<file path="config.mk">
export PLATFORM = sky130hd
export DESIGN_NAME = gated_frequency_counter
export DESIGN_NICKNAME = d
export VERILOG_FILES = /design/src/pulse_input_sync.v /design/src/gated_frequency_counter.v
export VERILOG_INCLUDE_DIRS = /design/src
export SDC_FILE = /design/constraint.sdc
export NUM_CORES = 1
export LEC_CHECK = 0
export BUFFER_PORTS_ARGS = -buffer_cell sky130_fd_sc_hd__buf_4
export CORE_ASPECT_RATIO = 1.5
export CORE_UTILIZATION = 60
export CTS_CLUSTER_SIZE = 20
export DETAILED_ROUTE_END_ITERATION = 16
export PLACE_DENSITY = 0.78
export SLEW_MARGIN = 20
export SYNTH_ARGS = -nofsm -noshare
export SYNTH_HDL_FRONTEND = slang
export SYNTH_SLANG_ARGS = --single-unit
</file>
<file path="constraint.sdc">
create_clock -name ref_clk_in -period 6.43 [get_ports ref_clk_in]
set_input_delay 0 -clock ref_clk_in [delete_from_list [all_inputs] [get_ports ref_clk_in]]
set_output_delay 0 -clock ref_clk_in [all_outputs]
set_load 0.05 [all_outputs]
</file>
<file path="src/freq_counter_regs.vh">
`ifndef FREQ_COUNTER_REGS_VH
`define FREQ_COUNTER_REGS_VH

`define REG_CTRL 4'h0
`define REG_SETPOINT_A 4'h1
`define REG_SETPOINT_B 4'h2
`define REG_ACTUAL_A 4'h3
`define REG_ACTUAL_B 4'h4
`define REG_CONTACT 4'h5
`define REG_INT_STATUS 4'h6
`define REG_INT_CLEAR 4'h7
`define REG_INT_ENABLE 4'h8

`define CTRL_MODE_A_BIT 0
`define CTRL_MODE_B_BIT 1
`define INT_DONE_A_BIT 0
`define INT_DONE_B_BIT 1
`define INT_CONTACT_A_BIT 2
`define INT_CONTACT_B_BIT 3

`define CTRL_RESET 2'h3
`define SETPOINT_RESET 16'h0000
`define INT_ENABLE_RESET 4'h0

`define FREQ_MIN 16'h0004
`define FREQ_MAX 16'h03e8
`define COUNT_MAX 16'h7d00

// One second of 20 ns clock cycles
`define GATE_CYCLES_DEF 26'h2faf080

`endif

</file>
<file path="src/pulse_input_sync.v">
`timescale 1ns/1ps
module pulse_input_sync (
   input wire ref_clk_in,
   input wire reset_in,
   input wire pin_in,
   output wire rise_out
);
   reg s1_q;
   reg s2_q;
   reg s3_q;
   reg level_q;
   wire level_d;

   // Level accepted once second and third stages agree
   assign level_d = (s2_q == s3_q) ? s3_q : level_q;
   assign rise_out = level_d & ~level_q;

   always @(posedge ref_clk_in or posedge reset_in) begin
      if (reset_in) begin
         s1_q <= 1'b0;
         s2_q <= 1'b0;
         s3_q <= 1'b0;
         level_q <= 1'b0;
      end else begin
         s1_q <= pin_in;
         s2_q <= s1_q;
         s3_q <= s2_q;
         level_q <= level_d;
      end
   end
endmodule

</file>
<file path="src/gated_frequency_counter.v">
`timescale 1ns/1ps
`include "freq_counter_regs.vh"
module gated_frequency_counter #(
   parameter [25:0] GATE_CYCLES = `GATE_CYCLES_DEF
) (
   input wire ref_clk_in,
   input wire reset_in,
   input wire [3:0] reg_addr_in,
   input wire [15:0] reg_wdata_in,
   input wire reg_wr_in,
   input wire reg_rd_in,
   output wire [15:0] reg_rdata_out,
   input wire fast_input_three_in,
   input wire fast_input_four_in,
   input wire freq_a_enable_coil_in,
   input wire freq_b_enable_coil_in,
   input wire freq_a_clear_coil_in,
   input wire freq_b_clear_coil_in,
   input wire freq_a_direction_coil_in,
   input wire freq_b_direction_coil_in,
   input wire cycle_tick_in,
   output wire freq_channel_a_contact_out,
   output wire freq_channel_b_contact_out,
   output wire irq_out
);
   localparam [25:0] GATE_LAST = GATE_CYCLES - 26'd1;

   reg [1:0] ctrl_q;
   reg [15:0] setpoint_a_q;
   reg [15:0] setpoint_b_q;
   reg [3:0] int_status_q;
   reg [3:0] int_enable_q;
   reg [15:0] rdata_q;

   wire [1:0] pulse_rise;
   wire [1:0] enable_coil;
   wire [1:0] clear_coil;
   wire [1:0] dir_coil;
   wire [31:0] setpoint_all;
   wire [31:0] actual_all;
   wire [1:0] done_ev;
   wire [1:0] contact_ev;
   wire [1:0] contact_all;
   wire [3:0] int_events;
   wire [3:0] int_clear;

   // Clamp a finished gate count into the measurable band
   function [15:0] clamp_freq;
      input [15:0] n;
      begin
         if (n > `FREQ_MAX) begin
            clamp_freq = `FREQ_MAX;
         end else if (n < `FREQ_MIN) begin
            clamp_freq = `FREQ_MIN;
         end else begin
            clamp_freq = n;
         end
      end
   endfunction

   // Fixed routing of the fast inputs
   pulse_input_sync u_sync_a (
      .ref_clk_in(ref_clk_in),
      .reset_in(reset_in),
      .pin_in(fast_input_three_in),
      .rise_out(pulse_rise[0])
   );

   pulse_input_sync u_sync_b (
      .ref_clk_in(ref_clk_in),
      .reset_in(reset_in),
      .pin_in(fast_input_four_in),
      .rise_out(pulse_rise[1])
   );

   assign enable_coil = {freq_b_enable_coil_in, freq_a_enable_coil_in};
   assign clear_coil = {freq_b_clear_coil_in, freq_a_clear_coil_in};
   assign dir_coil = {freq_b_direction_coil_in, freq_a_direction_coil_in};
   assign setpoint_all = {setpoint_b_q, setpoint_a_q};

   genvar i;
   generate
      for (i = 0; i < 2; i = i + 1) begin : chan
         reg [25:0] gate_q;
         reg [15:0] pulses_q;
         reg [15:0] actual_q;
         reg valid_q;
         reg mode_q;
         reg coil_prev_q;
         reg contact_q;
         reg done_q;
         reg contact_ev_q;
         wire freq_mode;
         wire [15:0] setpoint;
         wire [15:0] pulses_next;
         wire coil_rise;
         wire compare;

         assign freq_mode = ctrl_q[i];
         assign setpoint = setpoint_all[i*16 +: 16];
         assign coil_rise = enable_coil[i] & ~coil_prev_q;
         assign pulses_next = (pulses_q == 16'hffff) ? pulses_q :
                              pulses_q + {15'h0000, pulse_rise[i]};
         // Comparison gated by valid_q: set by a finished gate in frequency mode, always set in counter mode
         assign compare = valid_q && (actual_q >= setpoint);

         always @(posedge ref_clk_in or posedge reset_in) begin
            if (reset_in) begin
               gate_q <= 26'h0000000;
               pulses_q <= 16'h0000;
               actual_q <= 16'h0000;
               valid_q <= 1'b0;
               mode_q <= 1'b1;
               coil_prev_q <= 1'b0;
               done_q <= 1'b0;
            end else begin
               mode_q <= freq_mode;
               coil_prev_q <= enable_coil[i];
               done_q <= 1'b0;
               if (mode_q != freq_mode) begin
                  // Mode change restarts the channel from zero
                  gate_q <= 26'h0000000;
                  pulses_q <= 16'h0000;
                  actual_q <= 16'h0000;
                  valid_q <= 1'b0;
               end else if (freq_mode) begin
                  // Direction coil deliberately unused here
                  if (clear_coil[i] || !enable_coil[i]) begin
                     gate_q <= 26'h0000000;
                     pulses_q <= 16'h0000;
                     actual_q <= 16'h0000;
                     valid_q <= 1'b0;
                  end else if (gate_q == GATE_LAST) begin
                     gate_q <= 26'h0000000;
                     pulses_q <= 16'h0000;
                     actual_q <= clamp_freq(pulses_next);
                     valid_q <= 1'b1;
                     done_q <= 1'b1;
                  end else begin
                     gate_q <= gate_q + 26'd1;
                     pulses_q <= pulses_next;
                  end
               end else begin
                  // Up/down counter on the enable coil edge
                  gate_q <= 26'h0000000;
                  pulses_q <= 16'h0000;
                  valid_q <= 1'b1;
                  if (clear_coil[i]) begin
                     actual_q <= 16'h0000;
                  end else if (coil_rise) begin
                     if (dir_coil[i]) begin
                        if (actual_q != 16'h0000) begin
                           actual_q <= actual_q - 16'd1;
                        end
                     end else if (actual_q < `COUNT_MAX) begin
                        actual_q <= actual_q + 16'd1;
                     end
                  end
               end
            end
         end

         // Contact refreshed only on the program cycle tick
         always @(posedge ref_clk_in or posedge reset_in) begin
            if (reset_in) begin
               contact_q <= 1'b0;
               contact_ev_q <= 1'b0;
            end else begin
               contact_ev_q <= 1'b0;
               if (cycle_tick_in) begin
                  contact_q <= compare;
                  contact_ev_q <= compare & ~contact_q;
               end
            end
         end

         assign actual_all[i*16 +: 16] = actual_q;
         assign done_ev[i] = done_q;
         assign contact_ev[i] = contact_ev_q;
         assign contact_all[i] = contact_q;
      end
   endgenerate

   assign freq_channel_a_contact_out = contact_all[0];
   assign freq_channel_b_contact_out = contact_all[1];

   // Interrupt status, set beats clear
   assign int_events = {contact_ev, done_ev};
   assign int_clear = (reg_wr_in && reg_addr_in == `REG_INT_CLEAR) ?
                      reg_wdata_in[3:0] : 4'h0;
   assign irq_out = |(int_status_q & int_enable_q);

   always @(posedge ref_clk_in or posedge reset_in) begin
      if (reset_in) begin
         int_status_q <= 4'h0;
      end else begin
         int_status_q <= (int_status_q & ~int_clear) | int_events;
      end
   end

   // Register writes
   always @(posedge ref_clk_in or posedge reset_in) begin
      if (reset_in) begin
         ctrl_q <= `CTRL_RESET;
         setpoint_a_q <= `SETPOINT_RESET;
         setpoint_b_q <= `SETPOINT_RESET;
         int_enable_q <= `INT_ENABLE_RESET;
      end else if (reg_wr_in) begin
         case (reg_addr_in)
            `REG_CTRL: begin
               ctrl_q <= reg_wdata_in[1:0];
            end
            `REG_SETPOINT_A: begin
               if (reg_wdata_in <= `COUNT_MAX) begin
                  setpoint_a_q <= reg_wdata_in;
               end
            end
            `REG_SETPOINT_B: begin
               if (reg_wdata_in <= `COUNT_MAX) begin
                  setpoint_b_q <= reg_wdata_in;
               end
            end
            `REG_INT_ENABLE: begin
               int_enable_q <= reg_wdata_in[3:0];
            end
            default: begin
               ctrl_q <= ctrl_q;
            end
         endcase
      end
   end

   // Register reads, data one cycle after strobe
   always @(posedge ref_clk_in or posedge reset_in) begin
      if (reset_in) begin
         rdata_q <= 16'h0000;
      end else if (reg_rd_in) begin
         case (reg_addr_in)
            `REG_CTRL: rdata_q <= {14'h0000, ctrl_q};
            `REG_SETPOINT_A: rdata_q <= setpoint_a_q;
            `REG_SETPOINT_B: rdata_q <= setpoint_b_q;
            `REG_ACTUAL_A: rdata_q <= actual_all[15:0];
            `REG_ACTUAL_B: rdata_q <= actual_all[31:16];
            `REG_CONTACT: rdata_q <= {14'h0000, contact_all};
            `REG_INT_STATUS: rdata_q <= {12'h000, int_status_q};
            `REG_INT_ENABLE: rdata_q <= {12'h000, int_enable_q};
            default: rdata_q <= 16'h0000;
         endcase
      end else begin
         rdata_q <= 16'h0000;
      end
   end

   assign reg_rdata_out = rdata_q;
endmodule

</file>
# After elaboration in Yosys (flattened, before gate mapping)
# Cells that the tools add are included.
# word_totals
reg_bits,194
latchBits,0
mem_bits_rw,0
romBits,0
out_inout_bits,19
word_cells,169
n_memories,0
# classes
n_addsub,8
mul,0
div,0
n_lt_le_gt_ge,9
n_eq_ne,20
shift,0
n_mux,63
bitwise_logic,16
n_reduce_logical,21
# ops
operator,n
$mux 16,33
$mux 26,8
$pmux 16 s8,1
$add 26x1->26 const B,2
$eq 26x26->1 const B,2
$add 16x1->16,2
$add 16x1->16 const B,2
$eq 16x16->1 const B,2
$ge 16x16->1,2
$gt 16x10->1 const B,2
$lt 16x15->1 const B,2
$lt 16x3->1 const B,2
$reduce_bool 16->1,2
$sub 16x1->16 const B,2
$mux 1,20
$eq 4x3->1 const B,4
$le 16x15->1 const B,1
$ne 5x2->1 const B,2
$reduce_bool 5->1,2
$and 4x4->4,2
$eq 4x2->1 const B,2
$ne 4x1->1 const B,2
$reduce_and 4->1,2
$reduce_bool 4->1,2
16 further kinds,34

# Longest topological paths before layout
# Gate-level depths: netlist (run 1).
# logic_depth
depth_word,12
ltp_mapped,11
ltp_nobuf,10

# By module
# A second synthesis (run 1) with hierarchy kept.
# unflattened
cells_unflattened,1215
area_unflattened_um2,11489.8
# modules_own_cells
module,n_inst,cells_each,area_each_um2
gated_frequency_counter,1,1201,11239.5
pulse_input_sync,2,7,125.1

# Worst setup path after synthesis (run 1)
# Ideal clock, no wire load.
# synth_timing
path_type,flip-flop to flip-flop
startpoint,register u_sync_a.level_q
endpoint,register chan[0].actual_q[0]
setup_time_ps,110
arrival_ps,2760
path_slack_ps,3560
path_stages_with_launch,11
n_path_buf,0
cell_sequence,dfrtp_1 > and3b_1 > ha_1 > nand4_2 > or3_1 > or3b_1 > o31ai_1 > o2111ai_1 > a41o_1 > or2_0 > o41ai_1
# synth_between
elab_chain_len,11
elab_cells_between_ends,13
classes_between,1 x add/sub; 2 x order compare; 8 x mux; 2 x bitwise
# synth_lines
element,line,source
"start, declared",pulse_input_sync.v:11,reg level_q;
"start signal, assigned",pulse_input_sync.v:28,level_q <= level_d;
$mux 1 / $not 1->1 (equally long branches),"pulse_input_sync.v:15, pulse_input_sync.v:16",
$and 1x1->1 *,pulse_input_sync.v:16,assign rise_out = level_d & ~level_q;
$add 16x1->16 *,gated_frequency_counter.v:103,"pulses_q + {15'h0000, pulse_rise[i]};"
$mux 16 *,gated_frequency_counter.v:102,assign pulses_next = (pulses_q == 16'hffff) ? pulses_q :
$lt 16x3->1 (no source line),--,
$mux 16,gated_frequency_counter.v:53,end else if (n < `FREQ_MIN) begin
$mux 16 *,gated_frequency_counter.v:51,if (n > `FREQ_MAX) begin
$mux 16 *,gated_frequency_counter.v:133,end else if (gate_q == GATE_LAST) begin
$mux 16 *,gated_frequency_counter.v:128,if (clear_coil[i] || !enable_coil[i]) begin
$mux 16 *,gated_frequency_counter.v:126,end else if (freq_mode) begin
$mux 16 *,gated_frequency_counter.v:120,if (mode_q != freq_mode) begin
"end signal, assigned",gated_frequency_counter.v:136,actual_q <= clamp_freq(pulses_next);
"end signal, assigned",gated_frequency_counter.v:153,actual_q <= actual_q - 16'd1;
"end signal, assigned",gated_frequency_counter.v:156,actual_q <= actual_q + 16'd1;
"end, declared",gated_frequency_counter.v:86,reg [15:0] actual_q;
# Every way passes the cells marked *; elsewhere a longest branch is shown, timed or not. The select of a mux whose other input is x is not followed.
# A chain may end at the register's enable or synchronous reset.

# Worst setup path after layout (run 1)
# layout_timing
startpoint,register chan[1].gate_q[8]
endpoint,register chan[1].actual_q[0]
# layout_between
elab_chain_len,3
# layout_lines
element,line,source
"start, declared",gated_frequency_counter.v:84,reg [25:0] gate_q;
"start signal, assigned",gated_frequency_counter.v:140,gate_q <= gate_q + 26'd1;
$eq 26x26->1,gated_frequency_counter.v:133,
$ne 4x1->1 (no source line),--,
$reduce_and 4->1 (no source line),--,
"end signal, assigned",gated_frequency_counter.v:136,
"end signal, assigned",gated_frequency_counter.v:153,
"end signal, assigned",gated_frequency_counter.v:156,
"end, declared",gated_frequency_counter.v:86,
# No other way between the ends.

==> results.md, run 1 <==
- Number of max-cap violations: 0
- DR vias/cell: 6.171
- Avg Inst Size Synth: 9.447 um2
- Worst-skew pair later-pin latency: 0.45 ns
- IO buf count: 51
- Total grt overflow: 0
- DR WL/cell: 18.06 um
- Max_slew headroom: 35.66%
- Top_reg_cell synth: dfrtp_1
- Layout Nets: 1393
- Most frequent cell after synthesis: dfrtp_1
- I/O Pins: 52
- Sequential fraction of the synthesis area: 41.93%
- Router iterations before antenna repair: 5
- Die height: 172.2 um
- Final Setup Violations: 0
- Detailed placer's ending HPWL: 20.61 mm
- #FFs+latches synth: 194
- Crit path arrival time: 3.81 ns
- LEAKAGE: 5.695 nW
- Share of cells above drive strength 1: 11.30%
- Final cycle utilization of the critical path: 53.87%
- Top-area cell type share of the netlist area: 41.02%
- Cts hold-fix bufs: 25
- Worst setup SP type: flop
- Largest net degree at the start of global routing: 114
- Synth Instances: 1227
- Mapped Area: 11590 um2
- Worst-Margin Slew: 0.9518 ns
- Die area: 19890 um2
- Critical path class: reg2reg
- Core ar.: 18700 um2
- Max Clock Freq: 288.7 MHz
- Dominant cell type by area after synthesis: dfrtp_1
- RSZ-0062 raised after global routing: false
- Post-synth top cells: dfrtp_1, nor2_1, nand2_1
- CP max FO: 20
- Max-slew violation count: 0
- Maximum clock path buffer count: 2
- EDFF count, synth: 0
- DR DRC count: 0
- Post-CTS Setup Repair Bufs: 0
- Main area contributors after synthesis: dfrtp_1, ha_1, nor2_1
- GRT Total Usage: 29.96%
- Final TNS setup: 0 ns
- Post-synth cell types: 74
- Min cycle time layout: 3.464 ns
- Worst VDD drop: 0.2084 mV
- Vias post-DR: 9583
- H-tree depth: 4
- Row count: 61
- First-pass GRT wire length: 46.31 mm
- Worst hold path type: in2reg
- Reg clk slew, reported paths: 0.08 ns
- Ys Warns: 0
- Ys async rst share: 100.0%
- Final Hold Viols: 0
- GP Congestion: 0.9002
- Filler cells: 1484
- Vias in the first global route: 9726
- Cts bufs inserted: 17
- PwrDens: 305.4 nW/um2
- Post-layout util: 69.83%
- CTS tree: built
- Worst setup EP type: flop
- DR iter-0 viols: 531
- Post_cts resized: 0
- Area growth, synth to finish: 12.65%
- Critical Path RT: 6.78 ns
- Die X-Extent: 115.5 um
- Syn_nets: 1332
- Antenna violations before repair: 0
- Routed WL: 28.05 mm
- Sink Count: 194
- Clock root buffer: clkbuf_16
- Initial Util: 61.99%
- Final antenna-violating net count: 0
- Layout Skew: 0.01111 ns
- Number of diodes: 0
- Outcome: finished, final reports clean
==> final cells by class <==
class	instances	area [um2]	area share, %
flip-flops and latches	194	4860	37.22
clock inverters	15	180.2	1.380
inverters	53	206.4	1.581
multi-input cells	938	6374	48.81
well taps	252	315.3	2.415
repair buffers	84	696.9	5.337
clock buffers	17	425.4	3.258
==> path summary, 6_finish.rpt <==
kind                                    from                  end  slack (ns)  cells past startpoint
setup / recovery           chan[1].gate_q[8]  chan[1].actual_q[0]        2.97                      8
min in group asynchronous           reset_in   chan[0].gate_q[14]        0.23                      3
hold reg to reg                u_sync_a.s1_q        u_sync_a.s2_q        0.36                      0
setup reg to reg           chan[1].gate_q[8]  chan[1].actual_q[0]        2.97                      8
hold / removal                reg_addr_in[0]     reg_rdata_out[1]        0.02                      3
max in group asynchronous           reset_in    reg_rdata_out[11]        5.01                      4
==> cells by family (layout without fill, tap and decap cells) <==
logic type	count (synthesis)	in the layout	synth area share, %
buffers and inverters	95	169	3.195
XOR/XNOR	93	93	7.027
AO/OA/AOI/OAI	273	273	15.71
AND/OR/NAND/NOR	455	455	19.97
adder cells (fa/ha/maj)	74	74	8.074
multiplexers	43	43	4.102
flip-flops	194	194	41.93
==> critical path, stage by stage (launching register included) <==
cell and delay, ns:
dfrtp_1 0.42, nor4b_1 0.33, nand4_1 0.12, or4_1 0.61
nand3_2 0.16, nand3_1 0.47, or2_0 0.51, or4b_1 0.54
o221ai_1 0.20
==> per-layer routing <==
layer	GRT usage [%]	part of all wire, %	wire length, um	vias to the layer above
li1	-	-	-	4609
met1	33.32	39	10960	4638
met2	54.23	53	14830	255
met3	4.557	3.6	999	81
met4	16.37	4.5	1269	0
met5	0	0	0	-
==> cells in the final DEF (no fill, tap or decap), types with 9 or more instances in the layout <==
cell             n
a31oi_1         11
clkbuf_16       17
and3_1          19
ha_1            70
dfrtp_1        190
a22oi_1         34
buf_4           58
or3_1           20
nand4_1         29
nor3_1          30
o21ai_0         49
a21oi_1         72
nand2_1         84
a21o_1          20
xor2_1          49
xnor2_1         44
dlygate4sd3_1   25
nor2b_1         11
nor4_1          19
and2_1           9
nand3_1         42
inv_1           52
mux2_2          36
nor2_1         135
==> per-stage QoR <==
stage | cell area [um2] | cells | setup slack (ns) | total power [mW] | hold slack, ns
final | 13060 | 1553 | 2.966 | 3.988 | 0.01932
after global routing | 13060 | 1553 | 2.656 | 4.222 | 0.03081
after CTS | 13050 | 1553 | 2.955 | 3.990 | 0.006488
after detailed placement | 12200 | 1496 | 3.025 | 2.871 | 0.1117
after global placement | 12200 | 1496 | 3.064 | 2.831 | 0.1134
after floorplan | 11590 | 1227 | 1.153 | 2.508 | 0.03143
==> registers in the layout, summed over array words and instances, names as in the netlist, 2 cells and up <==
name	cells
chan.gate_q	52
chan.actual_q	32
chan.pulses_q	32
chan.setpoint	32
reg_rdata_out	16
int_enable_q	4
int_status_q	4
chan.coil_prev_q	2
chan.contact_ev_q	2
chan.done_q	2
chan.mode_q	2
chan.valid_q	2
ctrl_q	2
==> power breakdown <==
| group | total [mW] | switching, mW | internal [mW] |
|---|---|---|---|
| Sequential | 1.61 | 0.232 | 1.37 |
| Combinational | 1.29 | 0.712 | 0.576 |
| Clock | 1.09 | 0.531 | 0.562 |
| Total | 3.99 | 1.48 | 2.51 |
Power figures use the tool's default switching activity.
==> run 2, diff against run 1 <==
==> constraint.sdc (replaced) <==
create_clock -name ref_clk_in -period 3.38 [get_ports ref_clk_in]
set_input_delay 0 -clock ref_clk_in [delete_from_list [all_inputs] [get_ports ref_clk_in]]
set_output_delay 0 -clock ref_clk_in [all_outputs]
set_load 0.05 [all_outputs]
==> run 2 against run 1 <==
Sequential cell count is the same. First-iteration DRC count shrank 9.4%. Combinational power grew 92%. Critical endpoint is now chan[0].actual_q[0]. Highest routed layer unchanged.
==> results.md, run 2 (same netlist as run 1, synthesis figures left out) <==
- Routed WL: 28.28 mm
- Most frequent cells in the layout: dfrtp_1, nor2_1, nand2_1
- CTS tree: built
- Die area: 19890 um2
- Post-CTS Setup Repair Bufs: 0
- Layout Nets: 1402
- DR vias/cell: 6.191
- DR iter-0 viols: 481
- Sink Count: 194
- Min cycle time layout: 3.281 ns
- Worst hold path startpoint: reg_addr_in[3]
- Power Total: 7.497 mW
- Share of cells above drive strength 1: 11.55%
- Number of max-cap violations: 0
- Final TNS setup: 0 ns
- First-pass GRT wire length: 46.73 mm
- Number of diodes: 0
- Core ar.: 18700 um2
- Vias post-DR: 9651
- Vias in the first global route: 9677
- LEAKAGE: 5.704 nW
- Critical Path RT: 3.70 ns
- Die height: 172.2 um
- Row count: 61
- Cts bufs inserted: 17
- Worst-Margin Slew: 0.8746 ns
- Router iterations before antenna repair: 5
- GP Congestion: 0.9158
- Final cycle utilization of the critical path: 97.07%
- Clock root buffer: clkbuf_16
- CP max FO: 8
- I/O Pins: 52
- Initial Util: 61.99%
- DR WL/cell: 18.14 um
- Total grt overflow: 0
- Worst-skew pair later-pin latency: 0.44 ns
- Most common cell after layout, fill and taps aside: dfrtp_1
- IO buf count: 51
- GRT Total Usage: 30.22%
- FF-to-FF Start: u_sync_a.level_q
- Final antenna-violating net count: 0
- Antenna violations before repair: 0
- Layout Skew: 0.01249 ns
- H-tree depth: 4
- Worst hold path type: in2reg
- Die X-Extent: 115.5 um
- Largest net degree at the start of global routing: 98
- Outcome: finished, final reports clean
- DR DRC count: 0
- Area growth, synth to finish: 13.03%
- Worst Setup SP: u_sync_a.level_q
- Max Clock Freq: 304.8 MHz
- Max_slew headroom: 40.87%
- Final Setup Violations: 0
- Critical path class: reg2reg
- RSZ-0062 raised after global routing: false
- PwrDens: 572.2 nW/um2
- Maximum clock path buffer count: 2
- Worst setup SP type: flop
- Max-slew violation count: 0
- Crit path arrival time: 3.60 ns
- Max reg flops: 52
- Detailed placer's ending HPWL: 21.02 mm
- Worst setup EP type: flop
- Biggest register: chan.gate_q
- Worst VDD drop: 0.3444 mV
- Final Hold Viols: 0
- Reg clk slew, reported paths: 0.07 ns
-- run 2: cell types whose count changed in the layout (fill, tap and decap cells not counted), moves of 2 or more --
cell	delta
clkbuf_1	+3
inv_6	-4
clkinvlp_4	+4
inv_8	-6
buf_12	+2
clkinv_8	-2
buf_4	+7
-- run 2: metal layers --
metal / wire, um / part of all wire, % / GRT usage (%)
met1: 10970 / 39 / 33.43
met2: 14930 / 53 / 54.65
met3: 941 / 3.3 / 4.487
met4: 1438 / 5.1 / 17.28
met5: 0 / 0 / 0
-- run 2: through the flow --
stage	std cells	worst slack, ns	instance area [um2]	hold slack [ns]	utilization [%]
floorplan	1227	0.5098	11590	0.03143	-
global placement	1504	0.3259	12280	0.1105	65.67
detailed placement	1504	0.1383	12280	0.1109	65.67
CTS	1559	0.1003	13100	0.0004054	70.03
global route	1559	0.03652	13100	0.02117	70.06
finish	1559	0.09919	13100	0.01474	70.06
-- run 2: cell type report --
cell class,instances,area (um2)
Fill cell,1464,5598
Clock buffer,21,450.4
Multi-Input combinational cell,938,6380
Sequential cell,194,4860
Tap cell,252,315.3
Timing Repair Buffer,93,788.3
Inverter,53,202.7
Clock inverter,8,105.1
-- run 2: worst max-delay path, stage by stage, from the launching register on --
cell,delay (ns)
dfrtp_1,0.37
and3b_1,0.25
ha_1,0.21
nand4_2,0.21
or3_4,0.40
or3b_1,0.37
o31ai_1,0.24
o2111ai_1,0.21
a41o_2,0.32
or2_0,0.23
o41ai_1,0.34
-- run 2: power breakdown --
part           switching, mW  leakage, nW  internal, mW
clock                  0.872        0.262          1.10
combinational           1.37         2.84          1.11
sequential             0.425         2.60          2.62
-- run 2: repair_timing --
item	4_1_cts	5_1_grt
hold buffers	26	0
endpoints found under the setup margin	0	2
hold endpoints to repair	244	0
gates resized for setup	0	2
-- run 2: final timing paths --
check	end	slack, ns	cells after the start
min	reg_rdata_out[1]	0.01	3
max in group asynchronous	chan[1].setpoint[3]	2.61	4
max reg2reg	chan[0].actual_q[0]	0.1	10
min in group asynchronous	chan[1].pulses_q[14]	0.23	4
min reg2reg	u_sync_b.s2_q	0.35	0
max	chan[0].actual_q[0]	0.1	10
